[src/pld_diag_map.svh]
`ifndef PLD_DIAG_MAP_SVH
`define PLD_DIAG_MAP_SVH
// ==========================================
// Register byte offsets
`define PLD_REG_LB       8'h00
`define PLD_REG_DCLK     8'h04
`define PLD_REG_FRAME_GEN_ENABLE    8'h08
`define PLD_REG_FG_TYPE  8'h0C
`define PLD_REG_FG_LEN   8'h10
`define PLD_REG_FG_NUM   8'h14
`define PLD_REG_FRAME_GEN_DONE  8'h18
`define PLD_REG_FRAME_CHECK_ENABLE    8'h1C
`define PLD_REG_FC_SEL   8'h20
`define PLD_REG_RXERR    8'h24
`define PLD_REG_FCNT_H   8'h28
`define PLD_REG_FCNT_L   8'h2C
`define PLD_REG_CNT0     8'h30
`define PLD_REG_CNT_LAST 8'h4C
`define PLD_REG_PD       8'h50
`define PLD_REG_STAT     8'h54
`define PLD_REG_AN       8'h58
`define PLD_REG_FRC      8'h5C
`define PLD_REG_TM       8'h60
`define PLD_REG_PMA      8'h64
// ==========================================
// Field positions and reset values
`define PLD_LB_REM       0
`define PLD_LB_SUP       1
`define PLD_LB_RMII      2
`define PLD_TM_MSB       15
`define PLD_TM_LSB       13
`define PLD_LB_RST       3'h2
`define PLD_AN_RST       1'h1
`define PLD_FG_LEN_RST   16'h0040
`define PLD_FG_NUM_RST   16'h0001
// ==========================================
// Modes, codes and counts
`define PLD_TM_ALT       3'h1
`define PLD_TM_DROOP     3'h2
`define PLD_TM_IDLE      3'h3
`define PLD_SYM_ZERO     2'h0
`define PLD_SYM_PLUS     2'h1
`define PLD_SYM_MINUS    2'h3
`define PLD_DROOP_LAST   4'h9
`define PLD_NIB_LAST     6'h31
`define PLD_PRE_NIB      4'h5
`define PLD_SFD_NIB      4'hD
`define PLD_PRE_LAST     16'h000F
`define PLD_FCS_BYTES    16'h0004
`define PLD_FCS_LAST     16'h0007
`define PLD_IFG_LAST     16'h0017
`define PLD_LEN_LO       16'h0018
`define PLD_LEN_HI       16'h001B
`define PLD_CRC_INIT     32'hFFFF_FFFF
`define PLD_CRC_RES      32'hDEBB_20E3
`define PLD_MIN_FRAME    16'h0040
`define PLD_MAX_FRAME    16'h05EE
`define PLD_MAX_LENF     16'h05DC
`define PLD_HDR_FCS      16'h0012
`define PLD_LFSR_SEED    16'hACE1
`define PLD_CI_LEN       0
`define PLD_CI_ALGN      1
`define PLD_CI_SYM       2
`define PLD_CI_OSZ       3
`define PLD_CI_USZ       4
`define PLD_CI_ODDN      5
`define PLD_CI_ODDP      6
`define PLD_CI_FCAR      7
`define PLD_NCNT         8
`endif

[src/pld_pkg.sv]
package pld_pkg;
    // ==========================================
    // Types
    typedef struct packed {
        logic       en;
        logic       er;
        logic [3:0] d;
    } pld_mii_s;

    typedef logic [1:0] pld_sym_t;

    typedef enum logic [2:0] {FG_IDLE, FG_PRE, FG_DATA, FG_FCS, FG_GAP} pld_fg_e;

    // ==========================================
    // Reflected CRC-32 over one nibble, low bit first
    function automatic logic [31:0] pld_crc_nib(input logic [31:0] crc, input logic [3:0] nib);
        logic [31:0] c;
        c = crc;
        for (int i = 0; i < 4; i++) begin
            c = (c[0] ^ nib[i]) ? ((c >> 1) ^ 32'hEDB8_8320) : (c >> 1);
        end
        return c;
    endfunction
endpackage

[src/pld_diag_top.sv]
`timescale 1ns/1ns
`default_nettype none
`include "pld_diag_map.svh"

module pld_diag_top
    import pld_pkg::*;
(
    input  wire logic        mclk,
    input  wire logic        reset,
    input  wire logic        wb_cyc_i,
    input  wire logic        wb_stb_i,
    input  wire logic        wb_we_i,
    input  wire logic [7:0]  wb_adr_i,
    input  wire logic [3:0]  wb_sel_i,
    input  wire logic [31:0] wb_dat_i,
    output logic             wb_ack_o,
    output logic      [31:0] wb_dat_o,
    input  wire logic        link_up,
    input  wire pld_mii_s    mac_tx,
    input  wire pld_mii_s    line_rx,
    input  wire logic        line_bad_ssd,
    input  wire logic        sym_tick,
    input  wire pld_sym_t    pcs_sym,
    output pld_mii_s         mac_rx,
    output pld_mii_s         line_tx,
    output pld_sym_t         pma_sym,
    output logic             soft_power_down,
    output logic             autoneg_enable,
    output logic             autoneg_forced_mode,
    output logic             rmii_tx_check_enable,
    output logic             diagnostic_clock_enable
);
    // ==========================================
    // Nibble-rate divider
    logic [5:0] div_q;
    wire        nib_tick = (div_q == `PLD_NIB_LAST);

    always_ff @(posedge mclk or posedge reset) begin
        if (reset) div_q <= 6'h00;
        else       div_q <= nib_tick ? 6'h00 : div_q + 6'h01;
    end

    // ==========================================
    // Wishbone slave, one wait state
    logic        ack_q;
    logic [31:0] rdat_q;
    logic [31:0] rd_word;
    wire         req     = wb_cyc_i & wb_stb_i;
    wire         take    = req & ~ack_q;
    wire         rd_take = take & ~wb_we_i;
    wire         wr      = req & ack_q & wb_we_i;
    wire  [7:0]  off     = {wb_adr_i[7:2], 2'b00};
    wire         wr0     = wr & wb_sel_i[0];
    wire         wr1     = wr & wb_sel_i[1];

    function automatic logic hit(input logic [7:0] a, input logic [7:0] r);
        return a == r;
    endfunction

    always_ff @(posedge mclk or posedge reset) begin
        if (reset) begin
            ack_q  <= 1'b0;
            rdat_q <= 32'h0000_0000;
        end else begin
            ack_q  <= take;
            rdat_q <= take ? rd_word : rdat_q;
        end
    end
    assign wb_ack_o = ack_q;
    assign wb_dat_o = rdat_q;

    // ==========================================
    // Control registers
    logic [2:0]  lb_q;
    logic        dclk_q, fgen_q, fgdone_q, fcen_q, fcsel_q;
    logic        pd_q, pdrdy_q, an_q, frc_q, txdis_q;
    logic [1:0]  fgtype_q;
    logic [15:0] fglen_q, fgnum_q;
    logic [2:0]  tm_q;
    logic        fg_fin;

    always_ff @(posedge mclk or posedge reset) begin
        if (reset) begin
            lb_q     <= `PLD_LB_RST;
            dclk_q   <= 1'b0;
            fgen_q   <= 1'b0;
            fgtype_q <= 2'h0;
            fglen_q  <= `PLD_FG_LEN_RST;
            fgnum_q  <= `PLD_FG_NUM_RST;
            fcen_q   <= 1'b0;
            fcsel_q  <= 1'b0;
            pd_q     <= 1'b0;
            an_q     <= `PLD_AN_RST;
            frc_q    <= 1'b0;
            tm_q     <= 3'h0;
            txdis_q  <= 1'b0;
        end else begin
            if (wr0 && hit(off, `PLD_REG_LB))      lb_q <= wb_dat_i[2:0];
            if (wr0 && hit(off, `PLD_REG_DCLK))    dclk_q <= wb_dat_i[0];
            if (wr0 && hit(off, `PLD_REG_FRAME_GEN_ENABLE))   fgen_q <= wb_dat_i[0];
            else if (fg_fin)                       fgen_q <= 1'b0;
            if (wr0 && hit(off, `PLD_REG_FG_TYPE)) fgtype_q <= wb_dat_i[1:0];
            if (wr0 && hit(off, `PLD_REG_FG_LEN))  fglen_q[7:0] <= wb_dat_i[7:0];
            if (wr1 && hit(off, `PLD_REG_FG_LEN))  fglen_q[15:8] <= wb_dat_i[15:8];
            if (wr0 && hit(off, `PLD_REG_FG_NUM))  fgnum_q[7:0] <= wb_dat_i[7:0];
            if (wr1 && hit(off, `PLD_REG_FG_NUM))  fgnum_q[15:8] <= wb_dat_i[15:8];
            if (wr0 && hit(off, `PLD_REG_FRAME_CHECK_ENABLE))   fcen_q <= wb_dat_i[0];
            if (wr0 && hit(off, `PLD_REG_FC_SEL))  fcsel_q <= wb_dat_i[0];
            if (wr0 && hit(off, `PLD_REG_PD))      pd_q <= wb_dat_i[0];
            if (wr0 && hit(off, `PLD_REG_AN))      an_q <= wb_dat_i[0];
            if (wr0 && hit(off, `PLD_REG_FRC))     frc_q <= wb_dat_i[0];
            if (wr1 && hit(off, `PLD_REG_TM))      tm_q <= wb_dat_i[`PLD_TM_MSB:`PLD_TM_LSB];
            if (wr0 && hit(off, `PLD_REG_PMA))     txdis_q <= wb_dat_i[0];
        end
    end

    // Done: hardware set wins over write-one-to-clear
    always_ff @(posedge mclk or posedge reset) begin
        if (reset) begin
            fgdone_q <= 1'b0;
            pdrdy_q  <= 1'b0;
        end else begin
            fgdone_q <= fg_fin | (fgdone_q & ~(wr0 & hit(off, `PLD_REG_FRAME_GEN_DONE) & wb_dat_i[0]));
            pdrdy_q  <= pd_q;
        end
    end

    assign soft_power_down         = pd_q;
    assign autoneg_enable          = an_q;
    assign autoneg_forced_mode     = frc_q;
    assign rmii_tx_check_enable    = lb_q[`PLD_LB_RMII];
    assign diagnostic_clock_enable = dclk_q;

    // ==========================================
    // Frame generator
    pld_fg_e     fg_state_q;
    logic [15:0] fg_cnt_q, fg_frames_q, fg_lfsr_q;
    logic [31:0] fg_crc_q;
    pld_mii_s    fg_tx_q;
    logic [3:0]  fg_pay;
    wire         fg_tick   = nib_tick & dclk_q;
    wire  [15:0] len_pay   = fglen_q - `PLD_FCS_BYTES;
    wire  [15:0] data_nibs = (fglen_q > `PLD_FCS_BYTES) ? {len_pay[14:0], 1'b0} : 16'h0000;
    wire         fg_lastfr = (fgnum_q != 16'h0000) && (fg_frames_q == fgnum_q);
    wire         fg_on     = fgen_q | (fg_state_q != FG_IDLE);

    assign fg_fin = fg_tick & (fg_state_q == FG_GAP) & (fg_cnt_q == `PLD_IFG_LAST) & fg_lastfr;

    always_comb begin
        unique case (fgtype_q)
            2'h0: fg_pay = fg_lfsr_q[3:0];
            2'h1: fg_pay = 4'hF;
            2'h2: fg_pay = fg_cnt_q[3:0];
            2'h3: fg_pay = 4'h0;
        endcase
    end

    always_ff @(posedge mclk or posedge reset) begin
        if (reset) begin
            fg_state_q  <= FG_IDLE;
            fg_cnt_q    <= 16'h0000;
            fg_frames_q <= 16'h0000;
            fg_lfsr_q   <= `PLD_LFSR_SEED;
            fg_crc_q    <= `PLD_CRC_INIT;
            fg_tx_q     <= '0;
        end else if (fg_tick) begin
            fg_cnt_q <= fg_cnt_q + 16'h0001;
            unique case (fg_state_q)
                FG_IDLE: begin
                    fg_tx_q  <= '0;
                    fg_cnt_q <= 16'h0000;
                    if (fgen_q) begin
                        fg_state_q  <= FG_PRE;
                        fg_frames_q <= 16'h0000;
                    end
                end
                FG_PRE: begin
                    fg_tx_q <= '{1'b1, 1'b0, (fg_cnt_q == `PLD_PRE_LAST) ? `PLD_SFD_NIB : `PLD_PRE_NIB};
                    fg_crc_q <= `PLD_CRC_INIT;
                    if (fg_cnt_q == `PLD_PRE_LAST) begin
                        fg_cnt_q   <= 16'h0000;
                        fg_state_q <= (data_nibs == 16'h0000) ? FG_FCS : FG_DATA;
                    end
                end
                FG_DATA: begin
                    fg_tx_q   <= '{1'b1, 1'b0, fg_pay};
                    fg_crc_q  <= pld_crc_nib(fg_crc_q, fg_pay);
                    fg_lfsr_q <= {fg_lfsr_q[14:0], fg_lfsr_q[15] ^ fg_lfsr_q[13] ^ fg_lfsr_q[12] ^ fg_lfsr_q[10]};
                    if (fg_cnt_q == data_nibs - 16'h0001) begin
                        fg_cnt_q   <= 16'h0000;
                        fg_state_q <= FG_FCS;
                    end
                end
                FG_FCS: begin
                    fg_tx_q  <= '{1'b1, 1'b0, ~fg_crc_q[3:0]};
                    fg_crc_q <= fg_crc_q >> 4;
                    if (fg_cnt_q == `PLD_FCS_LAST) begin
                        fg_cnt_q    <= 16'h0000;
                        fg_frames_q <= fg_frames_q + 16'h0001;
                        fg_state_q  <= FG_GAP;
                    end
                end
                FG_GAP: begin
                    fg_tx_q <= '0;
                    if (fg_cnt_q == `PLD_IFG_LAST) begin
                        fg_cnt_q   <= 16'h0000;
                        fg_state_q <= (fg_lastfr || !fgen_q) ? FG_IDLE : FG_PRE;
                    end
                end
            endcase
        end
    end

    // ==========================================
    // Data path steering
    wire rlb_on = lb_q[`PLD_LB_REM] & link_up;
    wire sup_on = rlb_on & lb_q[`PLD_LB_SUP];

    always_ff @(posedge mclk or posedge reset) begin
        if (reset) begin
            line_tx <= '0;
            mac_rx  <= '0;
        end else begin
            line_tx <= pd_q ? '0 : fg_on ? fg_tx_q : rlb_on ? line_rx : mac_tx;
            mac_rx  <= sup_on ? '0 : line_rx;
        end
    end

    // ==========================================
    // Frame checker
    pld_mii_s    src;
    logic        inf_q, sfd_q, ser_q, ssd_q;
    logic [15:0] pre_q, nib_q, lenf_q;
    logic [31:0] ck_crc_q;
    assign src = fcsel_q ? mac_tx : line_rx;
    wire         fc_run  = fcen_q & dclk_q;
    wire         ck_tick = nib_tick & fc_run;
    wire         pk_end  = ck_tick & ~src.en & inf_q;
    wire         fc_end  = pk_end & sfd_q;
    wire  [15:0] bytes   = {1'b0, nib_q[15:1]};
    wire  [15:0] lenfld  = {lenf_q[7:0], lenf_q[15:8]};
    wire         crc_bad = (ck_crc_q != `PLD_CRC_RES);
    wire  [15:0] lidx    = nib_q - `PLD_LEN_LO;
    wire         in_lenf = (nib_q >= `PLD_LEN_LO) && (nib_q <= `PLD_LEN_HI);
    wire         ssd_new = fc_run & line_bad_ssd & ~ssd_q;

    always_ff @(posedge mclk or posedge reset) begin
        if (reset) begin
            inf_q    <= 1'b0;
            sfd_q    <= 1'b0;
            ser_q    <= 1'b0;
            pre_q    <= 16'h0000;
            nib_q    <= 16'h0000;
            lenf_q   <= 16'h0000;
            ck_crc_q <= `PLD_CRC_INIT;
        end else if (ck_tick) begin
            if (src.en) begin
                inf_q <= 1'b1;
                ser_q <= ser_q | src.er;
                if (!sfd_q) begin
                    pre_q <= pre_q + 16'h0001;
                    sfd_q <= (src.d == `PLD_SFD_NIB);
                end else begin
                    nib_q    <= nib_q + 16'h0001;
                    ck_crc_q <= pld_crc_nib(ck_crc_q, src.d);
                    if (in_lenf) lenf_q[{lidx[1:0], 2'b00} +: 4] <= src.d;
                end
            end else begin
                inf_q    <= 1'b0;
                sfd_q    <= 1'b0;
                ser_q    <= 1'b0;
                pre_q    <= 16'h0000;
                nib_q    <= 16'h0000;
                lenf_q   <= 16'h0000;
                ck_crc_q <= `PLD_CRC_INIT;
            end
        end
    end

    always_ff @(posedge mclk or posedge reset) begin
        if (reset) ssd_q <= 1'b0;
        else       ssd_q <= line_bad_ssd;
    end

    // ==========================================
    // Counters and read snapshot
    logic [`PLD_NCNT-1:0] inc;
    logic [15:0]          cnt_q  [`PLD_NCNT];
    logic [15:0]          snap_q [`PLD_NCNT];
    logic [15:0]          rxerr_q;
    logic [31:0]          frm_q, frmsnap_q;
    wire                  latch = rd_take & hit(off, `PLD_REG_RXERR);

    assign inc[`PLD_CI_LEN]  = fc_end & (lenfld <= `PLD_MAX_LENF) & (lenfld + `PLD_HDR_FCS > bytes);
    assign inc[`PLD_CI_ALGN] = fc_end & nib_q[0] & crc_bad;
    assign inc[`PLD_CI_SYM]  = fc_end & ser_q;
    assign inc[`PLD_CI_OSZ]  = fc_end & (bytes > `PLD_MAX_FRAME);
    assign inc[`PLD_CI_USZ]  = fc_end & (bytes < `PLD_MIN_FRAME);
    assign inc[`PLD_CI_ODDN] = fc_end & nib_q[0];
    assign inc[`PLD_CI_ODDP] = pk_end & pre_q[0];
    assign inc[`PLD_CI_FCAR] = ssd_new;

    for (genvar k = 0; k < `PLD_NCNT; k++) begin : g_cnt
        always_ff @(posedge mclk or posedge reset) begin
            if (reset) begin
                cnt_q[k]  <= 16'h0000;
                snap_q[k] <= 16'h0000;
            end else begin
                cnt_q[k]  <= cnt_q[k] + {15'h0000, inc[k]};
                snap_q[k] <= latch ? cnt_q[k] : snap_q[k];
            end
        end
    end

    always_ff @(posedge mclk or posedge reset) begin
        if (reset) begin
            rxerr_q   <= 16'h0000;
            frm_q     <= 32'h0000_0000;
            frmsnap_q <= 32'h0000_0000;
        end else begin
            rxerr_q   <= rxerr_q + {15'h0000, fc_end & crc_bad};
            frm_q     <= frm_q + {31'h0000_0000, fc_end};
            frmsnap_q <= latch ? frm_q : frmsnap_q;
        end
    end

    // ==========================================
    // Transmit symbol override
    logic       pol_q;
    logic [3:0] dr_q;
    wire        tm_live = ~pd_q & ~txdis_q;

    always_ff @(posedge mclk or posedge reset) begin
        if (reset) begin
            pol_q   <= 1'b0;
            dr_q    <= 4'h0;
            pma_sym <= `PLD_SYM_ZERO;
        end else begin
            if (sym_tick && tm_live && tm_q == `PLD_TM_ALT) pol_q <= ~pol_q;
            if (sym_tick && tm_live && tm_q == `PLD_TM_DROOP) begin
                dr_q  <= (dr_q == `PLD_DROOP_LAST) ? 4'h0 : dr_q + 4'h1;
                pol_q <= (dr_q == `PLD_DROOP_LAST) ? ~pol_q : pol_q;
            end
            if (pd_q || txdis_q)
                pma_sym <= `PLD_SYM_ZERO;
            else if (tm_q == `PLD_TM_ALT || tm_q == `PLD_TM_DROOP)
                pma_sym <= pol_q ? `PLD_SYM_MINUS : `PLD_SYM_PLUS;
            else
                pma_sym <= pcs_sym;
        end
    end

    // ==========================================
    // Register read mux
    wire [7:0] cdiff  = off - `PLD_REG_CNT0;
    wire       in_cnt = (off >= `PLD_REG_CNT0) && (off <= `PLD_REG_CNT_LAST);

    always_comb begin
        rd_word = 32'h0000_0000;
        if (in_cnt) rd_word = {16'h0000, snap_q[cdiff[4:2]]};
        else begin
            case (off)
                `PLD_REG_LB:      rd_word = {29'h0000_0000, lb_q};
                `PLD_REG_DCLK:    rd_word = {31'h0000_0000, dclk_q};
                `PLD_REG_FRAME_GEN_ENABLE:   rd_word = {31'h0000_0000, fgen_q};
                `PLD_REG_FG_TYPE: rd_word = {30'h0000_0000, fgtype_q};
                `PLD_REG_FG_LEN:  rd_word = {16'h0000, fglen_q};
                `PLD_REG_FG_NUM:  rd_word = {16'h0000, fgnum_q};
                `PLD_REG_FRAME_GEN_DONE: rd_word = {31'h0000_0000, fgdone_q};
                `PLD_REG_FRAME_CHECK_ENABLE:   rd_word = {31'h0000_0000, fcen_q};
                `PLD_REG_FC_SEL:  rd_word = {31'h0000_0000, fcsel_q};
                `PLD_REG_RXERR:   rd_word = {16'h0000, rxerr_q};
                `PLD_REG_FCNT_H:  rd_word = {16'h0000, frmsnap_q[31:16]};
                `PLD_REG_FCNT_L:  rd_word = {16'h0000, frmsnap_q[15:0]};
                `PLD_REG_PD:      rd_word = {31'h0000_0000, pd_q};
                `PLD_REG_STAT:    rd_word = {31'h0000_0000, pdrdy_q};
                `PLD_REG_AN:      rd_word = {31'h0000_0000, an_q};
                `PLD_REG_FRC:     rd_word = {31'h0000_0000, frc_q};
                `PLD_REG_TM:      rd_word = {16'h0000, tm_q, 13'h0000};
                `PLD_REG_PMA:     rd_word = {31'h0000_0000, txdis_q};
                default:          rd_word = 32'h0000_0000;
            endcase
        end
    end

    // ==========================================
    // Checks
    a_fg_owns_line: assert property (@(posedge mclk) disable iff (reset)
        (fg_on && !pd_q) |=> (line_tx == $past(fg_tx_q))) else $error("generator not on line");
    a_rlb_echo: assert property (@(posedge mclk) disable iff (reset)
        (rlb_on && !fg_on && !pd_q) |=> (line_tx == $past(line_rx))) else $error("remote loopback not echoed");
    a_rx_suppress: assert property (@(posedge mclk) disable iff (reset)
        sup_on |=> !mac_rx.en) else $error("line data leaked to MAC");
    a_done_after_last: assert property (@(posedge mclk) disable iff (reset)
        fg_fin |=> (fgdone_q && !fgen_q && fg_state_q == FG_IDLE)) else $error("done flag missing");
    a_tm_alt_toggle: assert property (@(posedge mclk) disable iff (reset)
        (sym_tick && tm_live && tm_q == `PLD_TM_ALT) |=> (pol_q != $past(pol_q))) else $error("pattern stuck");
    a_txdis_zero: assert property (@(posedge mclk) disable iff (reset)
        txdis_q [*2] |-> (pma_sym == `PLD_SYM_ZERO)) else $error("nonzero symbol in disable");
    a_crc_count: assert property (@(posedge mclk) disable iff (reset)
        (fc_end && crc_bad) |=> (rxerr_q == $past(rxerr_q) + 16'h0001)) else $error("crc error not counted");
    a_snap_latch: assert property (@(posedge mclk) disable iff (reset)
        latch |=> (frmsnap_q == $past(frm_q) && snap_q[`PLD_CI_SYM] == $past(cnt_q[`PLD_CI_SYM])))
        else $error("snapshot not latched");
    a_false_carrier: assert property (@(posedge mclk) disable iff (reset)
        ssd_new |=> (cnt_q[`PLD_CI_FCAR] == $past(cnt_q[`PLD_CI_FCAR]) + 16'h0001)) else $error("false carrier lost");
endmodule
`default_nettype wire

[config.mk]
export PLATFORM = sky130hd
export DESIGN_NAME = pld_diag_top
export DESIGN_NICKNAME = d
export VERILOG_FILES = /design/src/pld_pkg.sv /design/src/pld_diag_top.sv
export VERILOG_INCLUDE_DIRS = /design/src
export SDC_FILE = /design/constraint.sdc
export NUM_CORES = 1
export LEC_CHECK = 0
export ABC_AREA = 1
export BUFFER_PORTS_ARGS = -buffer_cell sky130_fd_sc_hd__buf_2
export CORE_ASPECT_RATIO = 1.75
export CORE_MARGIN = 2
export CORE_UTILIZATION = 30
export CTS_CLUSTER_DIAMETER = 50
export CTS_CLUSTER_SIZE = 14
export DETAILED_ROUTE_END_ITERATION = 16
export PLACE_DENSITY = 0.43
export SLEW_MARGIN = 20
export SYNTH_ARGS = -nofsm -noshare
export SYNTH_HDL_FRONTEND = slang
export SYNTH_SLANG_ARGS = --single-unit
[constraint.sdc]
create_clock -name mclk -period 29.7 [get_ports mclk]
set_clock_uncertainty 0.05 [all_clocks]
set_input_delay 2.97 -clock mclk [delete_from_list [all_inputs] [get_ports mclk]]
set_output_delay 2.97 -clock mclk [all_outputs]
set_load 0.02 [all_outputs]
==> summary.md <==
| Metric | Value |
|---|---|
| Vias in the first global route | `22600` |
| Worst R2R Setup Slack | `23.02 ns` |
| Vias post-DR | `21800` |
| Final #Nets | `between 3000 and 4000` |
| Peak Freq | `~130 MHz` |
| Total setup buffers inserted after CTS | `0` |
| Top cells by count, synth | `594 x nand2_1, 509 x dfrtp_1, 394 x inv_1` |
| Type of the tightest min-delay check | `reg -> reg` |
| Largest family of logic cells by synthesized area | `simple AND/OR/NAND/NOR gates` |
| Status | `finished clean` |
| Setup Crit Path Kind | `in -> reg` |
| Cts repair resizes | `0` |
| Crit path max fanout | `18` |
| Place WS | `~21 ns` |
| Initial DRC count | `roughly 1300` |
| Max VDD drop | `0.0409 mV` |
| Largest cells by area after synthesis | `dfrtp_1 44%, nand2_1 7.8%, dfstp_2 6.9%, xor2_1 6.1%, inv_1 5.1%` |
| Yosys warning total | `0` |
| FF+latch count, synth | `a little under 600` |
| I/O pin count | `approximately 120` |
| Post-synthesis sequential area ratio | `0.512` |
| Post-placement cell count | `4465` |
| Final setup vio count | `0` |
| # hold bufs at CTS | `0` |
| Setup TNS Final | `0 ns` |
| Power per cell area | `50.2 nW/um^2` |
| Post-synth top area share | `0.443` |
| Final Max Tran Viols | `0` |
| CTS tree | `built` |
| P_leak | `approximately 0.015 uW` |
| Num rows | `150` |
| Worst path max stage delay | `around 0.86 ns` |
| Critical path's slowest cell | `nor3_1` |
| Starting density of the core | `0.302` |
| Dominant synthesized flop cell | `dfrtp_1` |
| Synth Area in Compound Gates | `0.114` |
| Routed WL | `between 80 and 90 mm` |
| Post-Syn Area | `28800 um^2` |
| Detailed-route DRC error count | `0` |
| CTS Buf Count | `51` |
| Initial antenna violation count | `4` |
| Synth Area in Adders | `0.0209` |
| Largest net degree at the start of global routing | `around 110` |
| Synth unique cells | `65` |
| Antenna viol nets, final | `0` |
| Clock share of power | `0.417` |
| Gr ovfl total | `0` |
| RSZ-0062 raised after global routing | `no` |
| Area growth syn-to-layout | `11.7%` |
| Core Box Area | `95300 um^2` |
| Die X | `238 um` |
| Crit path arrival time | `8.42 ns` |
| Post-synth EDFFs | `0` |
| Worst Tran Pin Value | `between 1 and 1.5 ns` |
| Total power | `about 1600 uW` |
| Int Pwr | `1200 uW` |
| Die Span Y | `414 um` |
| Clk root buf | `clkbuf_16` |
| Clock Latency Late Sink | `0.63 ns` |
| First-pass GRT wire length | `~130 mm` |
| IO Port Bufs | `81` |
| Layout Cells excl Fill | `4546` |
| Worst path cell trace | `buf_2 > inv_1 > o21ai_1 > buf_4 > nor2_2 > clkinv_1 > nor3_1 > ha_1 > ha_1 > nand2_1 > nor2_1 > nand3_1 > nor3_1 > nand2_1 > nor2_1 > nand3_1 > nor3_1 > nand4_1 > nor3_2 > nand3_1 > xor2_1` |
| All-Layer GR Usage | `0.171` |
| Worst-path clk slew | `0.07 ns` |
| Design area | `32100 um^2` |
| Total iterations of the first detailed-routing run | `5` |
| Max-Cap Viols | `0` |
| Xor-xnor portion of the synthesized cell area | `0.0718` |
| Asr flop ratio synth | `1.00` |
| Switch share | `0.255` |
| Area post-placement | `~31000 um^2` |
| Period utilization | `0.268` |
| Share of cells above drive strength 1 | `0.114` |
| Synth Area per Inst | `roughly 9 um^2` |
| Vias per std cell | `4.80` |
| Clock Tree Buf Depth | `3` |
| Startpoint class of the critical path | `input port` |
| Req. time, crit path | `30.17 ns` |
| Most frequent cell after synthesis | `nand2_1` |
| Synth Area in Simple Gates | `0.190` |
| Routability Congestion | `roughly 0.84` |
| H-tree Lvls | `2` |
| Slew Limit Headroom | `0.249` |
| Net switching power | `411 uW` |
| Per-cell routed wire length | `18.2 um` |
| Largest area contributor in the netlist | `dfrtp_1` |
| Hold Fails Final Rpt | `0` |
| Reg power frac | `0.514` |
| CTS sink cnt | `585` |
| CP endpoint kind | `flip-flop` |
| Combinational power share | `0.069` |
| Worst setup margin | `~22 ns` |
| Post-synthesis cell count | `3224` |
| Min Tclk post-route | `7.95 ns` |
| DP HPWL | `61.3 mm` |
| Post-synthesis mux area share | `0.0211` |
| Die ar. | `98500 um^2` |
-- routing by layer --
metal / track usage / vias to the layer above / routed length, um
met4: 0.0617 / 6 / 2850
met5: 0 / - / 41
met2: 0.325 / 329 / 44500
met3: 0.0251 / 129 / 2950
li1: - / 10800 / -
met1: 0.191 / 10600 / 32500
-- power groups by stage --
| stage | Sequential, uW | Combinational [uW] | Clock [uW] |
|---|---|---|---|
| after floorplan | 845 | 72.7 | 0 |
| after CTS | 829 | 115 | 700 |
| final | 829 | 111 | 672 |
| after detailed placement | 844 | 114 | 0 |
| after global routing | 830 | 127 | 725 |
| after global placement | 844 | 114 | 0 |
-- flip-flops by register name (all words and copies together), names as in the netlist, 4 cells and up --
signal / count
cnt_q: 128
snap_q: 128
ck_crc_q: 32
fg_crc_q: 32
frm_q: 32
frmsnap_q: 32
fg_cnt_q: 16
fg_frames_q: 16
fg_lfsr_q: 16
fglen_q: 16
fgnum_q: 16
lenf_q: 16
nib_q: 16
rxerr_q: 16
wb_dat_o: 16
div_q: 6
line_tx: 6
mac_rx: 6
fg_tx_q: 5
dr_q: 4
-- critical path, delay by kind of cell --
family                   cells  cell delay [ns]
adder cells (fa/ha/maj)      2             0.65
buffers and inverters        4             1.09
XOR/XNOR                     1             0.15
AND/OR/NAND/NOR             13             3.49
AO/OA/AOI/OAI                1             0.07
-- through the flow --
step           hold WS, ns  utilization
6_report             0.405        0.337
2_1_floorplan        0.373            -
5_1_grt              0.429        0.337
4_1_cts              0.407        0.337
3_5_place_dp         0.397        0.321
3_3_place_gp         0.395        0.321
-- cells in the final DEF, fill, tap and decap left out, drive strengths merged, types with 98 or more instances in the layout --
master  count
inv       401
nand3     180
nor3       98
nand2     600
o21ai     275
xor2      203
dfrtp     509
buf       117
nor2      222
a21oi     100
-- cells by family (layout without fill, tap and decap cells) --
kind of cell             after synthesis  after routing
buffers and inverters                510            599
other                                  1             18
XOR/XNOR                             234            234
adder cells (fa/ha/maj)               48             48
AND/OR/NAND/NOR                     1236           1236
AO/OA/AOI/OAI                        556            556
multiplexers                          54             54
flip-flops                           585            585
-- cell type report --
type / instances / area, um^2
Timing Repair Buffer: 117 / 676
Inverter: 403 / 1520
Fill cell: 9956 / 63200
Tap cell: 1216 / 1520
Multi-Input combinational cell: 2144 / 12100
Clock buffer: 66 / 1380
Antenna cell: 2 / 5.00
Sequential cell: 585 / 14700
Clock inverter: 13 / 170
-- final timing paths --
| kind | cells after the start | from | end |
|---|---|---|---|
| min | 1 | pre_q[0] | pre_q[0] |
| max | 21 | line_rx[5] | frm_q[28] |
| max reg2reg | 21 | div_q[2] | frm_q[28] |
| max in group asynchronous | 5 | reset | div_q[5] |
| min reg2reg | 1 | pre_q[0] | pre_q[0] |
| min in group asynchronous | 2 | reset | frmsnap_q[15] |
Power figures use the tool's default switching activity.
